### src/pkg/spicl_regs.svh
// Behaviour
// - only one slave selected at once
// - unwritten slave echoes last received byte
// - wait mode runs normally, events wake
// - halt freezes control, blocks writes; done, overrun flags, data still update, readable
// - slave transfer-done wakes from halt
// - several bytes in halt set overrun
// - halt wake only if select low
// - extra transfer restores normal; leaving slave
// - one shared interrupt, enable and mask
// - bit7 enables requests on flags
// - port enable cleared by reset, fault
// - bit5 bypasses divide-by-two except at rate 3 (falls to 8), master only
// - master select cleared on mode fault
// - bit3 sets clock idle level
// - bit2 selects first capture edge
// - divider selects bit clock rate
// - upper control bits reset to zero
// - control/status resets zero, field layout
// - soft management picks soft select level
// - select low in master sets fault
`ifndef SPICL_REGS_SVH
`define SPICL_REGS_SVH
`define SPICL_OFF_DATA    12'h000
`define SPICL_OFF_CTRL    12'h004
`define SPICL_OFF_CSR     12'h008
`define SPICL_OFF_PWR     12'h00C
`define SPICL_B_IRQEN     7
`define SPICL_B_PORTEN    6
`define SPICL_B_BYPASS    5
`define SPICL_B_MASTER    4
`define SPICL_B_IDLE      3
`define SPICL_B_PHASE     2
`define SPICL_B_DONE      7
`define SPICL_B_WRITE_COLLISION_FLAG      6
`define SPICL_B_OVR       5
`define SPICL_B_MODE_FAULT_FLAG      4
`define SPICL_B_OUTDIS    2
`define SPICL_B_SSM       1
`define SPICL_B_SSI       0
`define SPICL_CTRL_RST    8'h00
`define SPICL_CSR_RST     8'h00
`endif

### src/pkg/spicl_pkg.sv
package spicl_pkg;
    typedef enum logic [1:0] {SPICL_RUN, SPICL_HALT, SPICL_RECOVER}
        spicl_pwr_t;
endpackage

### src/rtl/spi_control_lowpower_irq.sv
`timescale 1ns/1ns
`include "spicl_regs.svh"
module spi_control_lowpower_irq (
    input  wire logic        clk,
    input  wire logic        resetn,
    input  wire logic        psel,
    input  wire logic        penable,
    input  wire logic        pwrite,
    input  wire logic [11:0] paddr,
    input  wire logic [31:0] pwdata,
    output logic             pready,
    output logic [31:0]      prdata,
    output logic             pslverr,
    input  wire logic        haltReq,
    input  wire logic        cpuIrqMask,
    output logic             irqReq,
    output logic             wakeFromWait,
    output logic             wakeFromHalt,
    input  wire logic        sckIn,
    output logic             sckOut,
    output logic             sckOe,
    input  wire logic        mosiIn,
    output logic             mosiOut,
    output logic             mosiOe,
    input  wire logic        misoIn,
    output logic             misoOut,
    output logic             misoOe,
    input  wire logic        selectPinN,
    output logic             pinsAltFunc
);
    // ------------------------------------------------------------
    // bus decode
    // ------------------------------------------------------------
    logic       acc;
    logic       wr;
    logic       rd;
    logic [7:0] ctrl_q;
    logic [7:0] csr_q;
    logic [7:0] rxBuf_q;
    logic [7:0] shift_q;
    spicl_pkg::spicl_pwr_t pwr_q;
    logic       halted;
    logic       csrSeen_q;
    logic       modfSeen_q;
    logic       busy_q;
    logic       master;
    logic       selInN;
    logic       modeFault;
    logic       doneEv;
    logic       wrData;
    logic       wrDataOk;

    assign acc    = psel & penable;
    assign wr     = acc & pwrite;
    assign rd     = acc & ~pwrite;
    assign halted = (pwr_q == spicl_pkg::SPICL_HALT);
    assign master = ctrl_q[`SPICL_B_MASTER];
    assign selInN = csr_q[`SPICL_B_SSM] ? csr_q[`SPICL_B_SSI]
                                        : selectPinN;
    assign modeFault = master & ~selInN & ctrl_q[`SPICL_B_PORTEN];
    assign wrData   = wr & (paddr == `SPICL_OFF_DATA) & ~halted;
    // writes blocked while done flag pending until status accessed
    assign wrDataOk = wrData & ~busy_q
                      & ~(csr_q[`SPICL_B_DONE] & ~csrSeen_q);

    always_ff @(posedge clk or negedge resetn) begin
        if (!resetn) begin
            pready  <= 1'b0;
            pslverr <= 1'b0;
        end else begin
            pready  <= psel & ~penable;
            pslverr <= psel & ~penable & (paddr > `SPICL_OFF_PWR);
        end
    end

    always_ff @(posedge clk or negedge resetn) begin
        if (!resetn) begin
            prdata <= 32'h0000_0000;
        end else if (psel & ~penable & ~pwrite) begin
            case (paddr)
                `SPICL_OFF_DATA: prdata <= {24'h000000, rxBuf_q};
                `SPICL_OFF_CTRL: prdata <= {24'h000000, ctrl_q};
                `SPICL_OFF_CSR:  prdata <= {24'h000000, csr_q};
                `SPICL_OFF_PWR:  prdata <= {30'h0, pwr_q};
                default:         prdata <= 32'h0000_0000;
            endcase
        end
    end

    // ------------------------------------------------------------
    // low power state
    // ------------------------------------------------------------
    always_ff @(posedge clk or negedge resetn) begin
        if (!resetn) begin
            pwr_q <= spicl_pkg::SPICL_RUN;
        end else begin
            case (pwr_q)
                spicl_pkg::SPICL_RUN:
                    if (haltReq)
                        pwr_q <= spicl_pkg::SPICL_HALT;
                spicl_pkg::SPICL_HALT:
                    if (wakeFromHalt)
                        pwr_q <= spicl_pkg::SPICL_RECOVER;
                spicl_pkg::SPICL_RECOVER:
                    if (!master && doneEv)
                        pwr_q <= spicl_pkg::SPICL_RUN;
                    else if (master)
                        pwr_q <= spicl_pkg::SPICL_RUN;
                default: pwr_q <= spicl_pkg::SPICL_RUN;
            endcase
        end
    end

    // halt arm captured at entry: select must be low then
    logic haltArm_q;
    always_ff @(posedge clk or negedge resetn) begin
        if (!resetn)
            haltArm_q <= 1'b0;
        else if (pwr_q == spicl_pkg::SPICL_RUN && haltReq)
            haltArm_q <= ~selInN & ~master;
        else if (!halted)
            haltArm_q <= 1'b0;
    end

    // ------------------------------------------------------------
    // control register
    // ------------------------------------------------------------
    always_ff @(posedge clk or negedge resetn) begin
        if (!resetn) begin
            ctrl_q <= `SPICL_CTRL_RST;
        end else if (!halted) begin
            if (modeFault) begin
                ctrl_q[`SPICL_B_PORTEN] <= 1'b0;
                ctrl_q[`SPICL_B_MASTER] <= 1'b0;
            end else if (wr && paddr == `SPICL_OFF_CTRL) begin
                ctrl_q <= pwdata[7:0];
                // no enable while fault pending outside clearing
                if (csr_q[`SPICL_B_MODE_FAULT_FLAG] && !modfSeen_q) begin
                    ctrl_q[`SPICL_B_PORTEN] <= 1'b0;
                    ctrl_q[`SPICL_B_MASTER] <= 1'b0;
                end
            end
        end
    end

    // ------------------------------------------------------------
    // bit clock divider and shift engine
    // ------------------------------------------------------------
    logic [6:0] divCnt_q;
    logic [6:0] halfLim;
    logic [3:0] edgeCnt_q;
    logic       sckLvl_q;
    logic       sckSync_q;
    logic       sckEdge;
    logic       sampEdge;
    logic       lead;

    always_comb begin
        case ({ctrl_q[`SPICL_B_BYPASS], ctrl_q[1:0]})
            3'h4:    halfLim = 7'h01;
            3'h0:    halfLim = 7'h03;
            3'h1:    halfLim = 7'h07;
            3'h6:    halfLim = 7'h0F;
            3'h2:    halfLim = 7'h1F;
            3'h3:    halfLim = 7'h3F;
            default: halfLim = 7'h03;
        endcase
    end

    // slave edges: pin sampled directly, treated synchronous
    always_ff @(posedge clk or negedge resetn) begin
        if (!resetn)
            sckSync_q <= 1'b0;
        else
            sckSync_q <= sckIn;
    end

    // slave counts its first edge too, so bit 7 is not lost;
    // a master frozen in halt holds its clock and data pins
    assign sckEdge = master ? (busy_q && !halted && divCnt_q == halfLim)
                            : (ctrl_q[`SPICL_B_PORTEN] && !selInN
                               && sckIn != sckSync_q);
    // even edge count on phase 0 samples, odd on phase 1
    assign lead     = ~edgeCnt_q[0];
    assign sampEdge = sckEdge & (lead ^ ctrl_q[`SPICL_B_PHASE]);
    assign doneEv   = sckEdge & (edgeCnt_q == 4'hF);

    always_ff @(posedge clk or negedge resetn) begin
        if (!resetn) begin
            divCnt_q  <= 7'h00;
            edgeCnt_q <= 4'h0;
            busy_q    <= 1'b0;
            sckLvl_q  <= 1'b0;
        end else if (!busy_q || !ctrl_q[`SPICL_B_PORTEN]) begin
            divCnt_q  <= 7'h00;
            edgeCnt_q <= 4'h0;
            sckLvl_q  <= ctrl_q[`SPICL_B_IDLE];
            busy_q    <= ctrl_q[`SPICL_B_PORTEN] &
                         (master ? wrDataOk
                                 : (~selInN & (sckIn != sckSync_q)));
            if (!master && ctrl_q[`SPICL_B_PORTEN] && !selInN &&
                sckIn != sckSync_q) begin
                edgeCnt_q <= 4'h1;
                busy_q    <= 1'b1;
            end
        end else begin
            divCnt_q <= (divCnt_q == halfLim) ? 7'h00 : divCnt_q + 7'h01;
            if (sckEdge) begin
                edgeCnt_q <= edgeCnt_q + 4'h1;
                sckLvl_q  <= ~sckLvl_q;
                if (edgeCnt_q == 4'hF) begin
                    busy_q <= 1'b0;
                end
            end
        end
    end

    logic sampBit;
    assign sampBit = master ? misoIn : mosiIn;

    // slave first edge is handled as a start, shift on sample edges
    always_ff @(posedge clk or negedge resetn) begin
        if (!resetn) begin
            shift_q <= 8'h00;
        end else if (wrDataOk) begin
            shift_q <= pwdata[7:0];
        end else if (sampEdge) begin
            shift_q <= {shift_q[6:0], sampBit};
        end else if (doneEv) begin
            // hold the received byte in place for echo if not rewritten
            shift_q <= shift_q;
        end
    end

    always_ff @(posedge clk or negedge resetn) begin
        if (!resetn)
            rxBuf_q <= 8'h00;
        else if (doneEv && !(csr_q[`SPICL_B_DONE]))
            rxBuf_q <= shift_q; // later bytes lost
    end

    // ------------------------------------------------------------
    // control/status register
    // ------------------------------------------------------------
    always_ff @(posedge clk or negedge resetn) begin
        if (!resetn) begin
            csrSeen_q  <= 1'b0;
            modfSeen_q <= 1'b0;
        end else begin
            if (acc && paddr == `SPICL_OFF_CSR && csr_q[`SPICL_B_DONE])
                csrSeen_q <= 1'b1;
            else if (!csr_q[`SPICL_B_DONE])
                csrSeen_q <= 1'b0;
            if (rd && paddr == `SPICL_OFF_CSR && csr_q[`SPICL_B_MODE_FAULT_FLAG])
                modfSeen_q <= 1'b1;
            else if (!csr_q[`SPICL_B_MODE_FAULT_FLAG])
                modfSeen_q <= 1'b0;
        end
    end

    always_ff @(posedge clk or negedge resetn) begin
        if (!resetn) begin
            csr_q <= `SPICL_CSR_RST;
        end else begin
            if (wr && paddr == `SPICL_OFF_CSR && !halted)
                csr_q[2:0] <= pwdata[2:0];
            // clears first, sets after so sets win
            if (acc && paddr == `SPICL_OFF_DATA && csrSeen_q)
                csr_q[`SPICL_B_DONE] <= 1'b0;
            if (acc && paddr == `SPICL_OFF_DATA && csrSeen_q)
                csr_q[`SPICL_B_WRITE_COLLISION_FLAG] <= 1'b0;
            if (rd && paddr == `SPICL_OFF_CSR)
                csr_q[`SPICL_B_OVR] <= 1'b0;
            if (wr && paddr == `SPICL_OFF_CTRL && modfSeen_q)
                csr_q[`SPICL_B_MODE_FAULT_FLAG] <= 1'b0;
            if (doneEv) begin
                csr_q[`SPICL_B_DONE] <= 1'b1;
                if (csr_q[`SPICL_B_DONE])
                    csr_q[`SPICL_B_OVR] <= 1'b1;
            end
            if (wrData && busy_q)
                csr_q[`SPICL_B_WRITE_COLLISION_FLAG] <= 1'b1;
            if (modeFault && !halted)
                csr_q[`SPICL_B_MODE_FAULT_FLAG] <= 1'b1;
            csr_q[3] <= 1'b0;
        end
    end

    // ------------------------------------------------------------
    // interrupt and wake
    // ------------------------------------------------------------
    logic anyFlag;
    assign anyFlag = csr_q[`SPICL_B_DONE] | csr_q[`SPICL_B_MODE_FAULT_FLAG]
                   | csr_q[`SPICL_B_OVR];

    always_ff @(posedge clk or negedge resetn) begin
        if (!resetn) begin
            irqReq       <= 1'b0;
            wakeFromWait <= 1'b0;
            wakeFromHalt <= 1'b0;
        end else begin
            irqReq       <= ctrl_q[`SPICL_B_IRQEN] & anyFlag & ~cpuIrqMask;
            wakeFromWait <= ctrl_q[`SPICL_B_IRQEN] & anyFlag;
            wakeFromHalt <= ctrl_q[`SPICL_B_IRQEN] & haltArm_q & halted
                            & doneEv;
        end
    end

    // ------------------------------------------------------------
    // pins
    // ------------------------------------------------------------
    logic en;
    assign en = ctrl_q[`SPICL_B_PORTEN];
    always_ff @(posedge clk or negedge resetn) begin
        if (!resetn) begin
            sckOut      <= 1'b0;
            sckOe       <= 1'b0;
            mosiOut     <= 1'b0;
            mosiOe      <= 1'b0;
            misoOut     <= 1'b0;
            misoOe      <= 1'b0;
            pinsAltFunc <= 1'b0;
        end else begin
            pinsAltFunc <= en;
            sckOut      <= sckLvl_q;
            sckOe       <= en & master;
            mosiOut     <= shift_q[7];
            misoOut     <= shift_q[7];
            mosiOe      <= en & master & ~csr_q[`SPICL_B_OUTDIS];
            // slave drives output only while selected
            misoOe      <= en & ~master & ~selInN
                           & ~csr_q[`SPICL_B_OUTDIS];
        end
    end
endmodule

### config.mk
export PLATFORM = sky130hd
export DESIGN_NAME = spi_control_lowpower_irq
export DESIGN_NICKNAME = d
export VERILOG_FILES = /design/src/pkg/spicl_pkg.sv /design/src/rtl/spi_control_lowpower_irq.sv
export VERILOG_INCLUDE_DIRS = /design/src /design/src/pkg
export SDC_FILE = /design/constraint.sdc
export NUM_CORES = 1
export LEC_CHECK = 0
export BUFFER_PORTS_ARGS = -buffer_cell sky130_fd_sc_hd__buf_4
export CORE_UTILIZATION = 50
export CTS_CLUSTER_DIAMETER = 40
export DETAILED_ROUTE_END_ITERATION = 6
export PLACE_DENSITY = 0.82
export SKIP_CTS_REPAIR_TIMING = 1
export SLEW_MARGIN = 20
export SYNTH_ARGS = -nofsm -noshare
export SYNTH_HDL_FRONTEND = slang
export SYNTH_SLANG_ARGS = --single-unit
### constraint.sdc
create_clock -name clk -period 7.8 [get_ports clk]
set_input_delay 2.34 -clock clk [delete_from_list [all_inputs] [get_ports clk]]
set_output_delay 2.34 -clock clk [all_outputs]
set_load 0.005 [all_outputs]
== Word level (Yosys, flattened, before mapping) ==
Index checks and enable logic that the tools add are counted.
W data, S select, Z words.
Storage, ports and cells
  input bits: 55
  logic and storage cells: 183
  register bits after elaboration: 93
  output and inout port bits: 44
Cells by class
  reduce and logical (&&, ||, !) cells: 44
  equal/unequal tests: 19
  muxes and demuxes: 43
  bitwise gates (word level): 44
  magnitude comparators: 1
  add/sub/neg operators: 2
Operator list (number)
  $pmux W8 S4: 1
  $pmux W6 S5: 1
  $mux W1: 29
  $and A1 B1 Y1: 28
  $eq A12 B4 Y1 const B: 2
  $logic_and A1 B1 Y1: 23
  $mux W7: 3
  $mux W8: 2
  $reduce_bool A2 Y1: 7
  $not A1 Y1: 13
  $eq A12 B3 Y1 const B: 1
  $gt A12 B4 Y1 const B: 1
  $logic_not A12 Y1: 1
  $mux W2: 4
  $mux W4: 2
  $add A7 B1 Y7 const B: 1
  $eq A7 B7 Y1: 1
  $logic_not A1 Y1: 7
  $eq A3 B2 Y1 const B: 2
  $eq A3 B3 Y1 const B: 2
  $ne A2 B1 Y1 const B: 3
  $pmux W2 S3: 1
  $reduce_and A3 Y1: 2
  $add A4 B1 Y4 const B: 1
  other kinds (12): 15

== Longest topological paths before layout ==
  depth in word-level cells: 10
  mapped depth: 7
  gate-level depth less buffers: 6

== Least setup slack after synthesis ==
OpenSTA, ideal clock, no wires.
  path kind: input port to flip-flop
  start point: in paddr[9]
  end point: reg ctrl_q[0]
  arrival time: 4.405 ns
  stages on the path: 6
  setup slack: 3.270 ns
  setup time: 0.125 ns
  required time: 7.675 ns
  buffers on the path: 1
  cells stage by stage: or4_1 > or3_1 > clkbuf_1 > or2_1 > nor3b_4 > mux2_2
Between the ends
  cells in the longest elaborated chain, start to end: 3
RTL lines
  from (decl): line spi_control_lowpower_irq.sv:9  | input wire logic [11:0] paddr,
  $eq A12 B3 Y1 (no source line)
  $logic_and A1 B1 Y1 (no source line)
  $reduce_and A3 Y1 (no source line)
  to (signal assigned): line spi_control_lowpower_irq.sv:130  | ctrl_q <= `SPICL_CTRL_RST;
  to (signal assigned): line spi_control_lowpower_irq.sv:136  | ctrl_q <= pwdata[7:0];
  to (decl): line spi_control_lowpower_irq.sv:37  | logic [7:0] ctrl_q;
No other way between the ends.
A chain may end at the register's enable or synchronous reset.

== Worst setup path in the final report ==
  start point: in paddr[9]
  end point: reg busy_q
Between the ends
  cells in the longest elaborated chain, start to end: 9
RTL lines
  $logic_not A12 Y1 (no source line)
  $and A1 B1 Y1 (2 in a row): line spi_control_lowpower_irq.sv:61  | assign wrData = wr & (paddr == `SPICL_OFF_DATA) & ~halted;
  $and A1 B1 Y1 (2 in a row): line spi_control_lowpower_irq.sv:63  | assign wrDataOk = wrData & ~busy_q
  $mux W1: line spi_control_lowpower_irq.sv:199  | (master ? wrDataOk
  $and A1 B1 Y1: line spi_control_lowpower_irq.sv:198  | busy_q <= ctrl_q[`SPICL_B_PORTEN] &
  $mux W1: line spi_control_lowpower_irq.sv:201  | if (!master && ctrl_q[`SPICL_B_PORTEN] && !selInN &&
  $mux W1: line spi_control_lowpower_irq.sv:194  | end else if (!busy_q || !ctrl_q[`SPICL_B_PORTEN]) begin
  to (signal assigned): line spi_control_lowpower_irq.sv:198
  to (decl): line spi_control_lowpower_irq.sv:45  | logic busy_q;
No other way between the ends.

==> results.txt <==
* Largest vdd supply drop: 119 uV
- Maximum Capacitance Violations: 0
- The H-tree was split into 3 levels.
- In this run, CTS created clock tree buffers numbering 9.
- STA classifies the critical path endpoint as a register.
- Worst slew margin: 0.432
- Aggregate routed wire length: 7060 um
- In this run the worst path has a maximum fanout of 16.
- Fill cell instance count of the final layout: 535
* Number of pins exceeding their max-slew limit in the final report: 0
- DRC violations left: 5
* DIE AREA: 7210 um^2
- For this design the ratio of total power to cell area is 177 nW/um^2.
* Area inside the core boundary: 6490 um^2
- Of the post-synthesis cell area, the dominant cell type holds 0.503.
* Synthesized-area fraction occupied by xor and xnor cells: 0.0255
* Top library cells by usage in the layout, fill and taps aside: 69 x sky130_fd_sc_hd__dfrtp_1, 50 x sky130_fd_sc_hd__buf_4, 31 x sky130_fd_sc_hd__nor2_1
- After floorplanning, the core was divided into 29 placement rows.
- Data required, critical path: 8070 ps
* Number of clock sinks seen by CTS: 69
- In the synthesized netlist the async set-or-reset flop fraction comes to 1.00.
- For the worst setup path, the data arrival time is 4830 ps.
* Number of register bits inferred by synthesis: 69
- Counting I/O delays and the setup requirement, the final critical path takes 4550 ps.
- The clock passes through at most 2 buffers.
* Hold violation total from the final report: 0
* Total vias in the final route: 2489
- Horizontal die dimension: 84.9 um
- Overall power of the completed layout: 0.700 mW
* Mux share of post-synthesis cell area: 0.126
- Pin placement for this block handled 99 I/O pins.
* Number of instances in the synthesized netlist: 319
- Setup Total Neg Slack: 0 ps
* Critical Path Source Type: input port
- FF-to-FF End: rxBuf_q[4]
- Worst hold path cell count: 0
- The worst hold path terminates at sckOut.
- Antenna Nets Post-Route: 0
* Worst min path class: reg -> reg
- Highest Clock Rate: 0.220 GHz
- After global routing the overflow that remains totals 0.
- Post-synthesis area per instance: 10.8 um^2
- The first global-routing pass estimated 11900 um of wire.
- For this configuration, the core starts out at a cell density of 0.529.
- The startpoint identified for the worst register-to-register timing path is ctrl_q[1].
- After legalization and detailed placement, the total HPWL measured 5040 um.
- Most instantiated flip-flop cell in the synthesis netlist: sky130_fd_sc_hd__dfrtp_1
- During synthesis, Yosys emitted a total of 0 warnings.
* Number of DRC markers after the initial detailed-route iteration: 220
* Cell occurring most often along the worst timing path: sky130_fd_sc_hd__o21ai_0
* Area delta synth->final: 15.3%
- Share of the core filled with cells: 0.610
* Hold Crit Start: sckLvl_q
* Least setup slack across all paths after layout: 3250 ps
- Mapped Area: 3440 um^2
- Clock-pin slew on the worst setup and hold paths: 80 ps
- Master cell of the clock root buffer: sky130_fd_sc_hd__clkbuf_8
- The die is 84.9 um tall.
- Maximum number of pins on one net before global-route repair: 70
* Failing checks: design-rule violations
* Cell taking the most area after synthesis: sky130_fd_sc_hd__dfrtp_1
* Number of library cell types mapped by synthesis: 51
* Least-Margin Pin Slew: 851 ps
- The setup path with the least slack is of type in -> reg.
* Complex-gate fraction of the synthesized area: 0.0943
* GP Congestion: 0.846
- Worst path buffer plus inverter count: 1
- Initial antenna violation count: 0
* Pre-Repair DR Iteration Count: 7
- OpenSTA, run right after detailed placement, puts the worst setup slack at 2950 ps.
- Of the total synthesized cell area, the portion taken by full adders, half adders and majority gates is 0.00728.
- Yosys mapped a number of flops with a built-in enable equal to 0.
* Reg-to-reg slack, setup: 4920 ps
- The share of the Yosys chip area taken by registers is 0.503.
- Clock tree from TritonCTS: yes
- Between clock sinks in the finished design, the worst skew comes to 10.8 ps.
- Of the total synthesized cell area, the portion taken by AND, OR, NAND and NOR gates is 0.167.
* Status: complete, but fails checks
* Area contributors post-synth: sky130_fd_sc_hd__dfrtp_1 50%, sky130_fd_sc_hd__mux2_2 6.9%, sky130_fd_sc_hd__buf_4 5.5%, sky130_fd_sc_hd__mux2i_1 4.4%, sky130_fd_sc_hd__nor2_1 3.4%
- For this run, the post-layout net count is 422.
- Buffers placed on the I/O ports in this run total 50.
* RSZ-0062 raised after global routing: no
- CP cell instances: buf_4, or4_1, nor4_1, nand4_1, o21ai_0, nand2_1, o21ai_0
- Routed len/inst: 15.8 um
- Of the cells placed in the final design, the portion with a size suffix greater than 1 is 0.265.
* Peak per-stage delay on the critical path: 710 ps
* Total GRT Usage: 0.217
- Final hold analysis gives a worst-case slack of 409 ps.
- The via count of the first global-routing pass came to 2418.
- Clock Latency Late Sink: 360 ps
- After synthesis, the largest family of logic cells by area is simple AND/OR/NAND/NOR gates.
- Count of final setup violators: 0
- Using the TritonRoute via totals, the vias-per-cell ratio works out to 5.57.
- Leakage power summed over all cells: 1.85 nW
- The cell family contributing the most delay on the critical path is simple AND/OR/NAND/NOR gates.
* Number of antenna repair diodes: 0
- Commonest non-fill, non-tap cell in the layout: sky130_fd_sc_hd__dfrtp_1
* Final clock period utilization by the worst path: 0.584
* Critical Path Slowest Stage Cell: sky130_fd_sc_hd__nand4_1
- For the worst flop-to-flop path, the logic depth is 6.
-- registers in the layout (all words and copies together) (netlist names), 2 cells and up --
register / cells
csr_q: 7
rxBuf_q: 8
edgeCnt_q: 4
pwr_q: 2
prdata: 8
divCnt_q: 7
ctrl_q: 8
shift_q: 8
-- synth_stat cells (3+ instances only) --
cell type	instances
sky130_fd_sc_hd__buf_4	25
sky130_fd_sc_hd__xnor2_1	7
sky130_fd_sc_hd__nand2b_1	7
sky130_fd_sc_hd__o31ai_1	5
sky130_fd_sc_hd__clkbuf_1	12
sky130_fd_sc_hd__mux2i_1	15
sky130_fd_sc_hd__nand4_1	6
sky130_fd_sc_hd__dfrtp_1	69
sky130_fd_sc_hd__nor2b_1	7
sky130_fd_sc_hd__mux2_2	21
sky130_fd_sc_hd__inv_1	7
sky130_fd_sc_hd__o21ai_0	8
sky130_fd_sc_hd__nand2_1	22
sky130_fd_sc_hd__nand3_1	10
sky130_fd_sc_hd__nor3_1	3
sky130_fd_sc_hd__xor2_1	3
sky130_fd_sc_hd__nor2_1	31
sky130_fd_sc_hd__a21oi_1	18
-- where the power goes --
part	switching [mW]	internal [mW]	total [mW]
Sequential	0.00199	0.360	0.362
Combinational	0.0219	0.0159	0.0378
Clock	0.148	0.152	0.300
-- stage by stage --
| stage | cell area (um^2) | instances |
|---|---|---|
| 3_3_place_gp | 3760 | 431 |
| 6_report | 3960 | 447 |
| 4_1_cts | 3960 | 447 |
| 5_1_grt | 3960 | 447 |
| 2_1_floorplan | 3520 | 342 |
| 3_5_place_dp | 3760 | 431 |
-- final cells by class --
| cell class | instances | area, um^2 | area share |
|---|---|---|---|
| Clock inverter | 7 | 81.3 | 0.0205 |
| Sequential cell | 69 | 1730 | 0.436 |
| Timing Repair Buffer | 50 | 375 | 0.0947 |
| Clock buffer | 9 | 124 | 0.0313 |
| Inverter | 7 | 26.3 | 0.00663 |
| Tap cell | 77 | 96.3 | 0.0243 |
| Multi-Input combinational cell | 228 | 1530 | 0.387 |
-- metal layers --
metal | up-vias | GRT usage | part of all wire
li1 | 1157 | - | -
met2 | 77 | 0.343 | 0.49
met4 | 0 | 0.116 | 0.017
met1 | 1242 | 0.282 | 0.44
met5 | - | 0 | 0
met3 | 13 | 0.0477 | 0.047
-- worst max-delay path by stage --
stage	slack, ps	endpoint	start	depth (start not counted)
global placement	2960	shift_q[0]	paddr[9]	5
CTS	3310	ctrl_q[2]	paddr[9]	6
floorplan	3270	ctrl_q[0]	paddr[9]	6
global route	2980	busy_q	paddr[9]	7
finish	3250	busy_q	paddr[9]	7
detailed placement	2950	ctrl_q[2]	paddr[9]	6
-- cell families after synthesis --
logic type,after synthesis
multiplexers,38
AO/OA/AOI/OAI,47
other,1
adder cells (fa/ha/maj),2
flip-flops,69
buffers and inverters,45
XOR/XNOR,10
AND/OR/NAND/NOR,107
No activity file was read; power rests on OpenSTA's default activity.
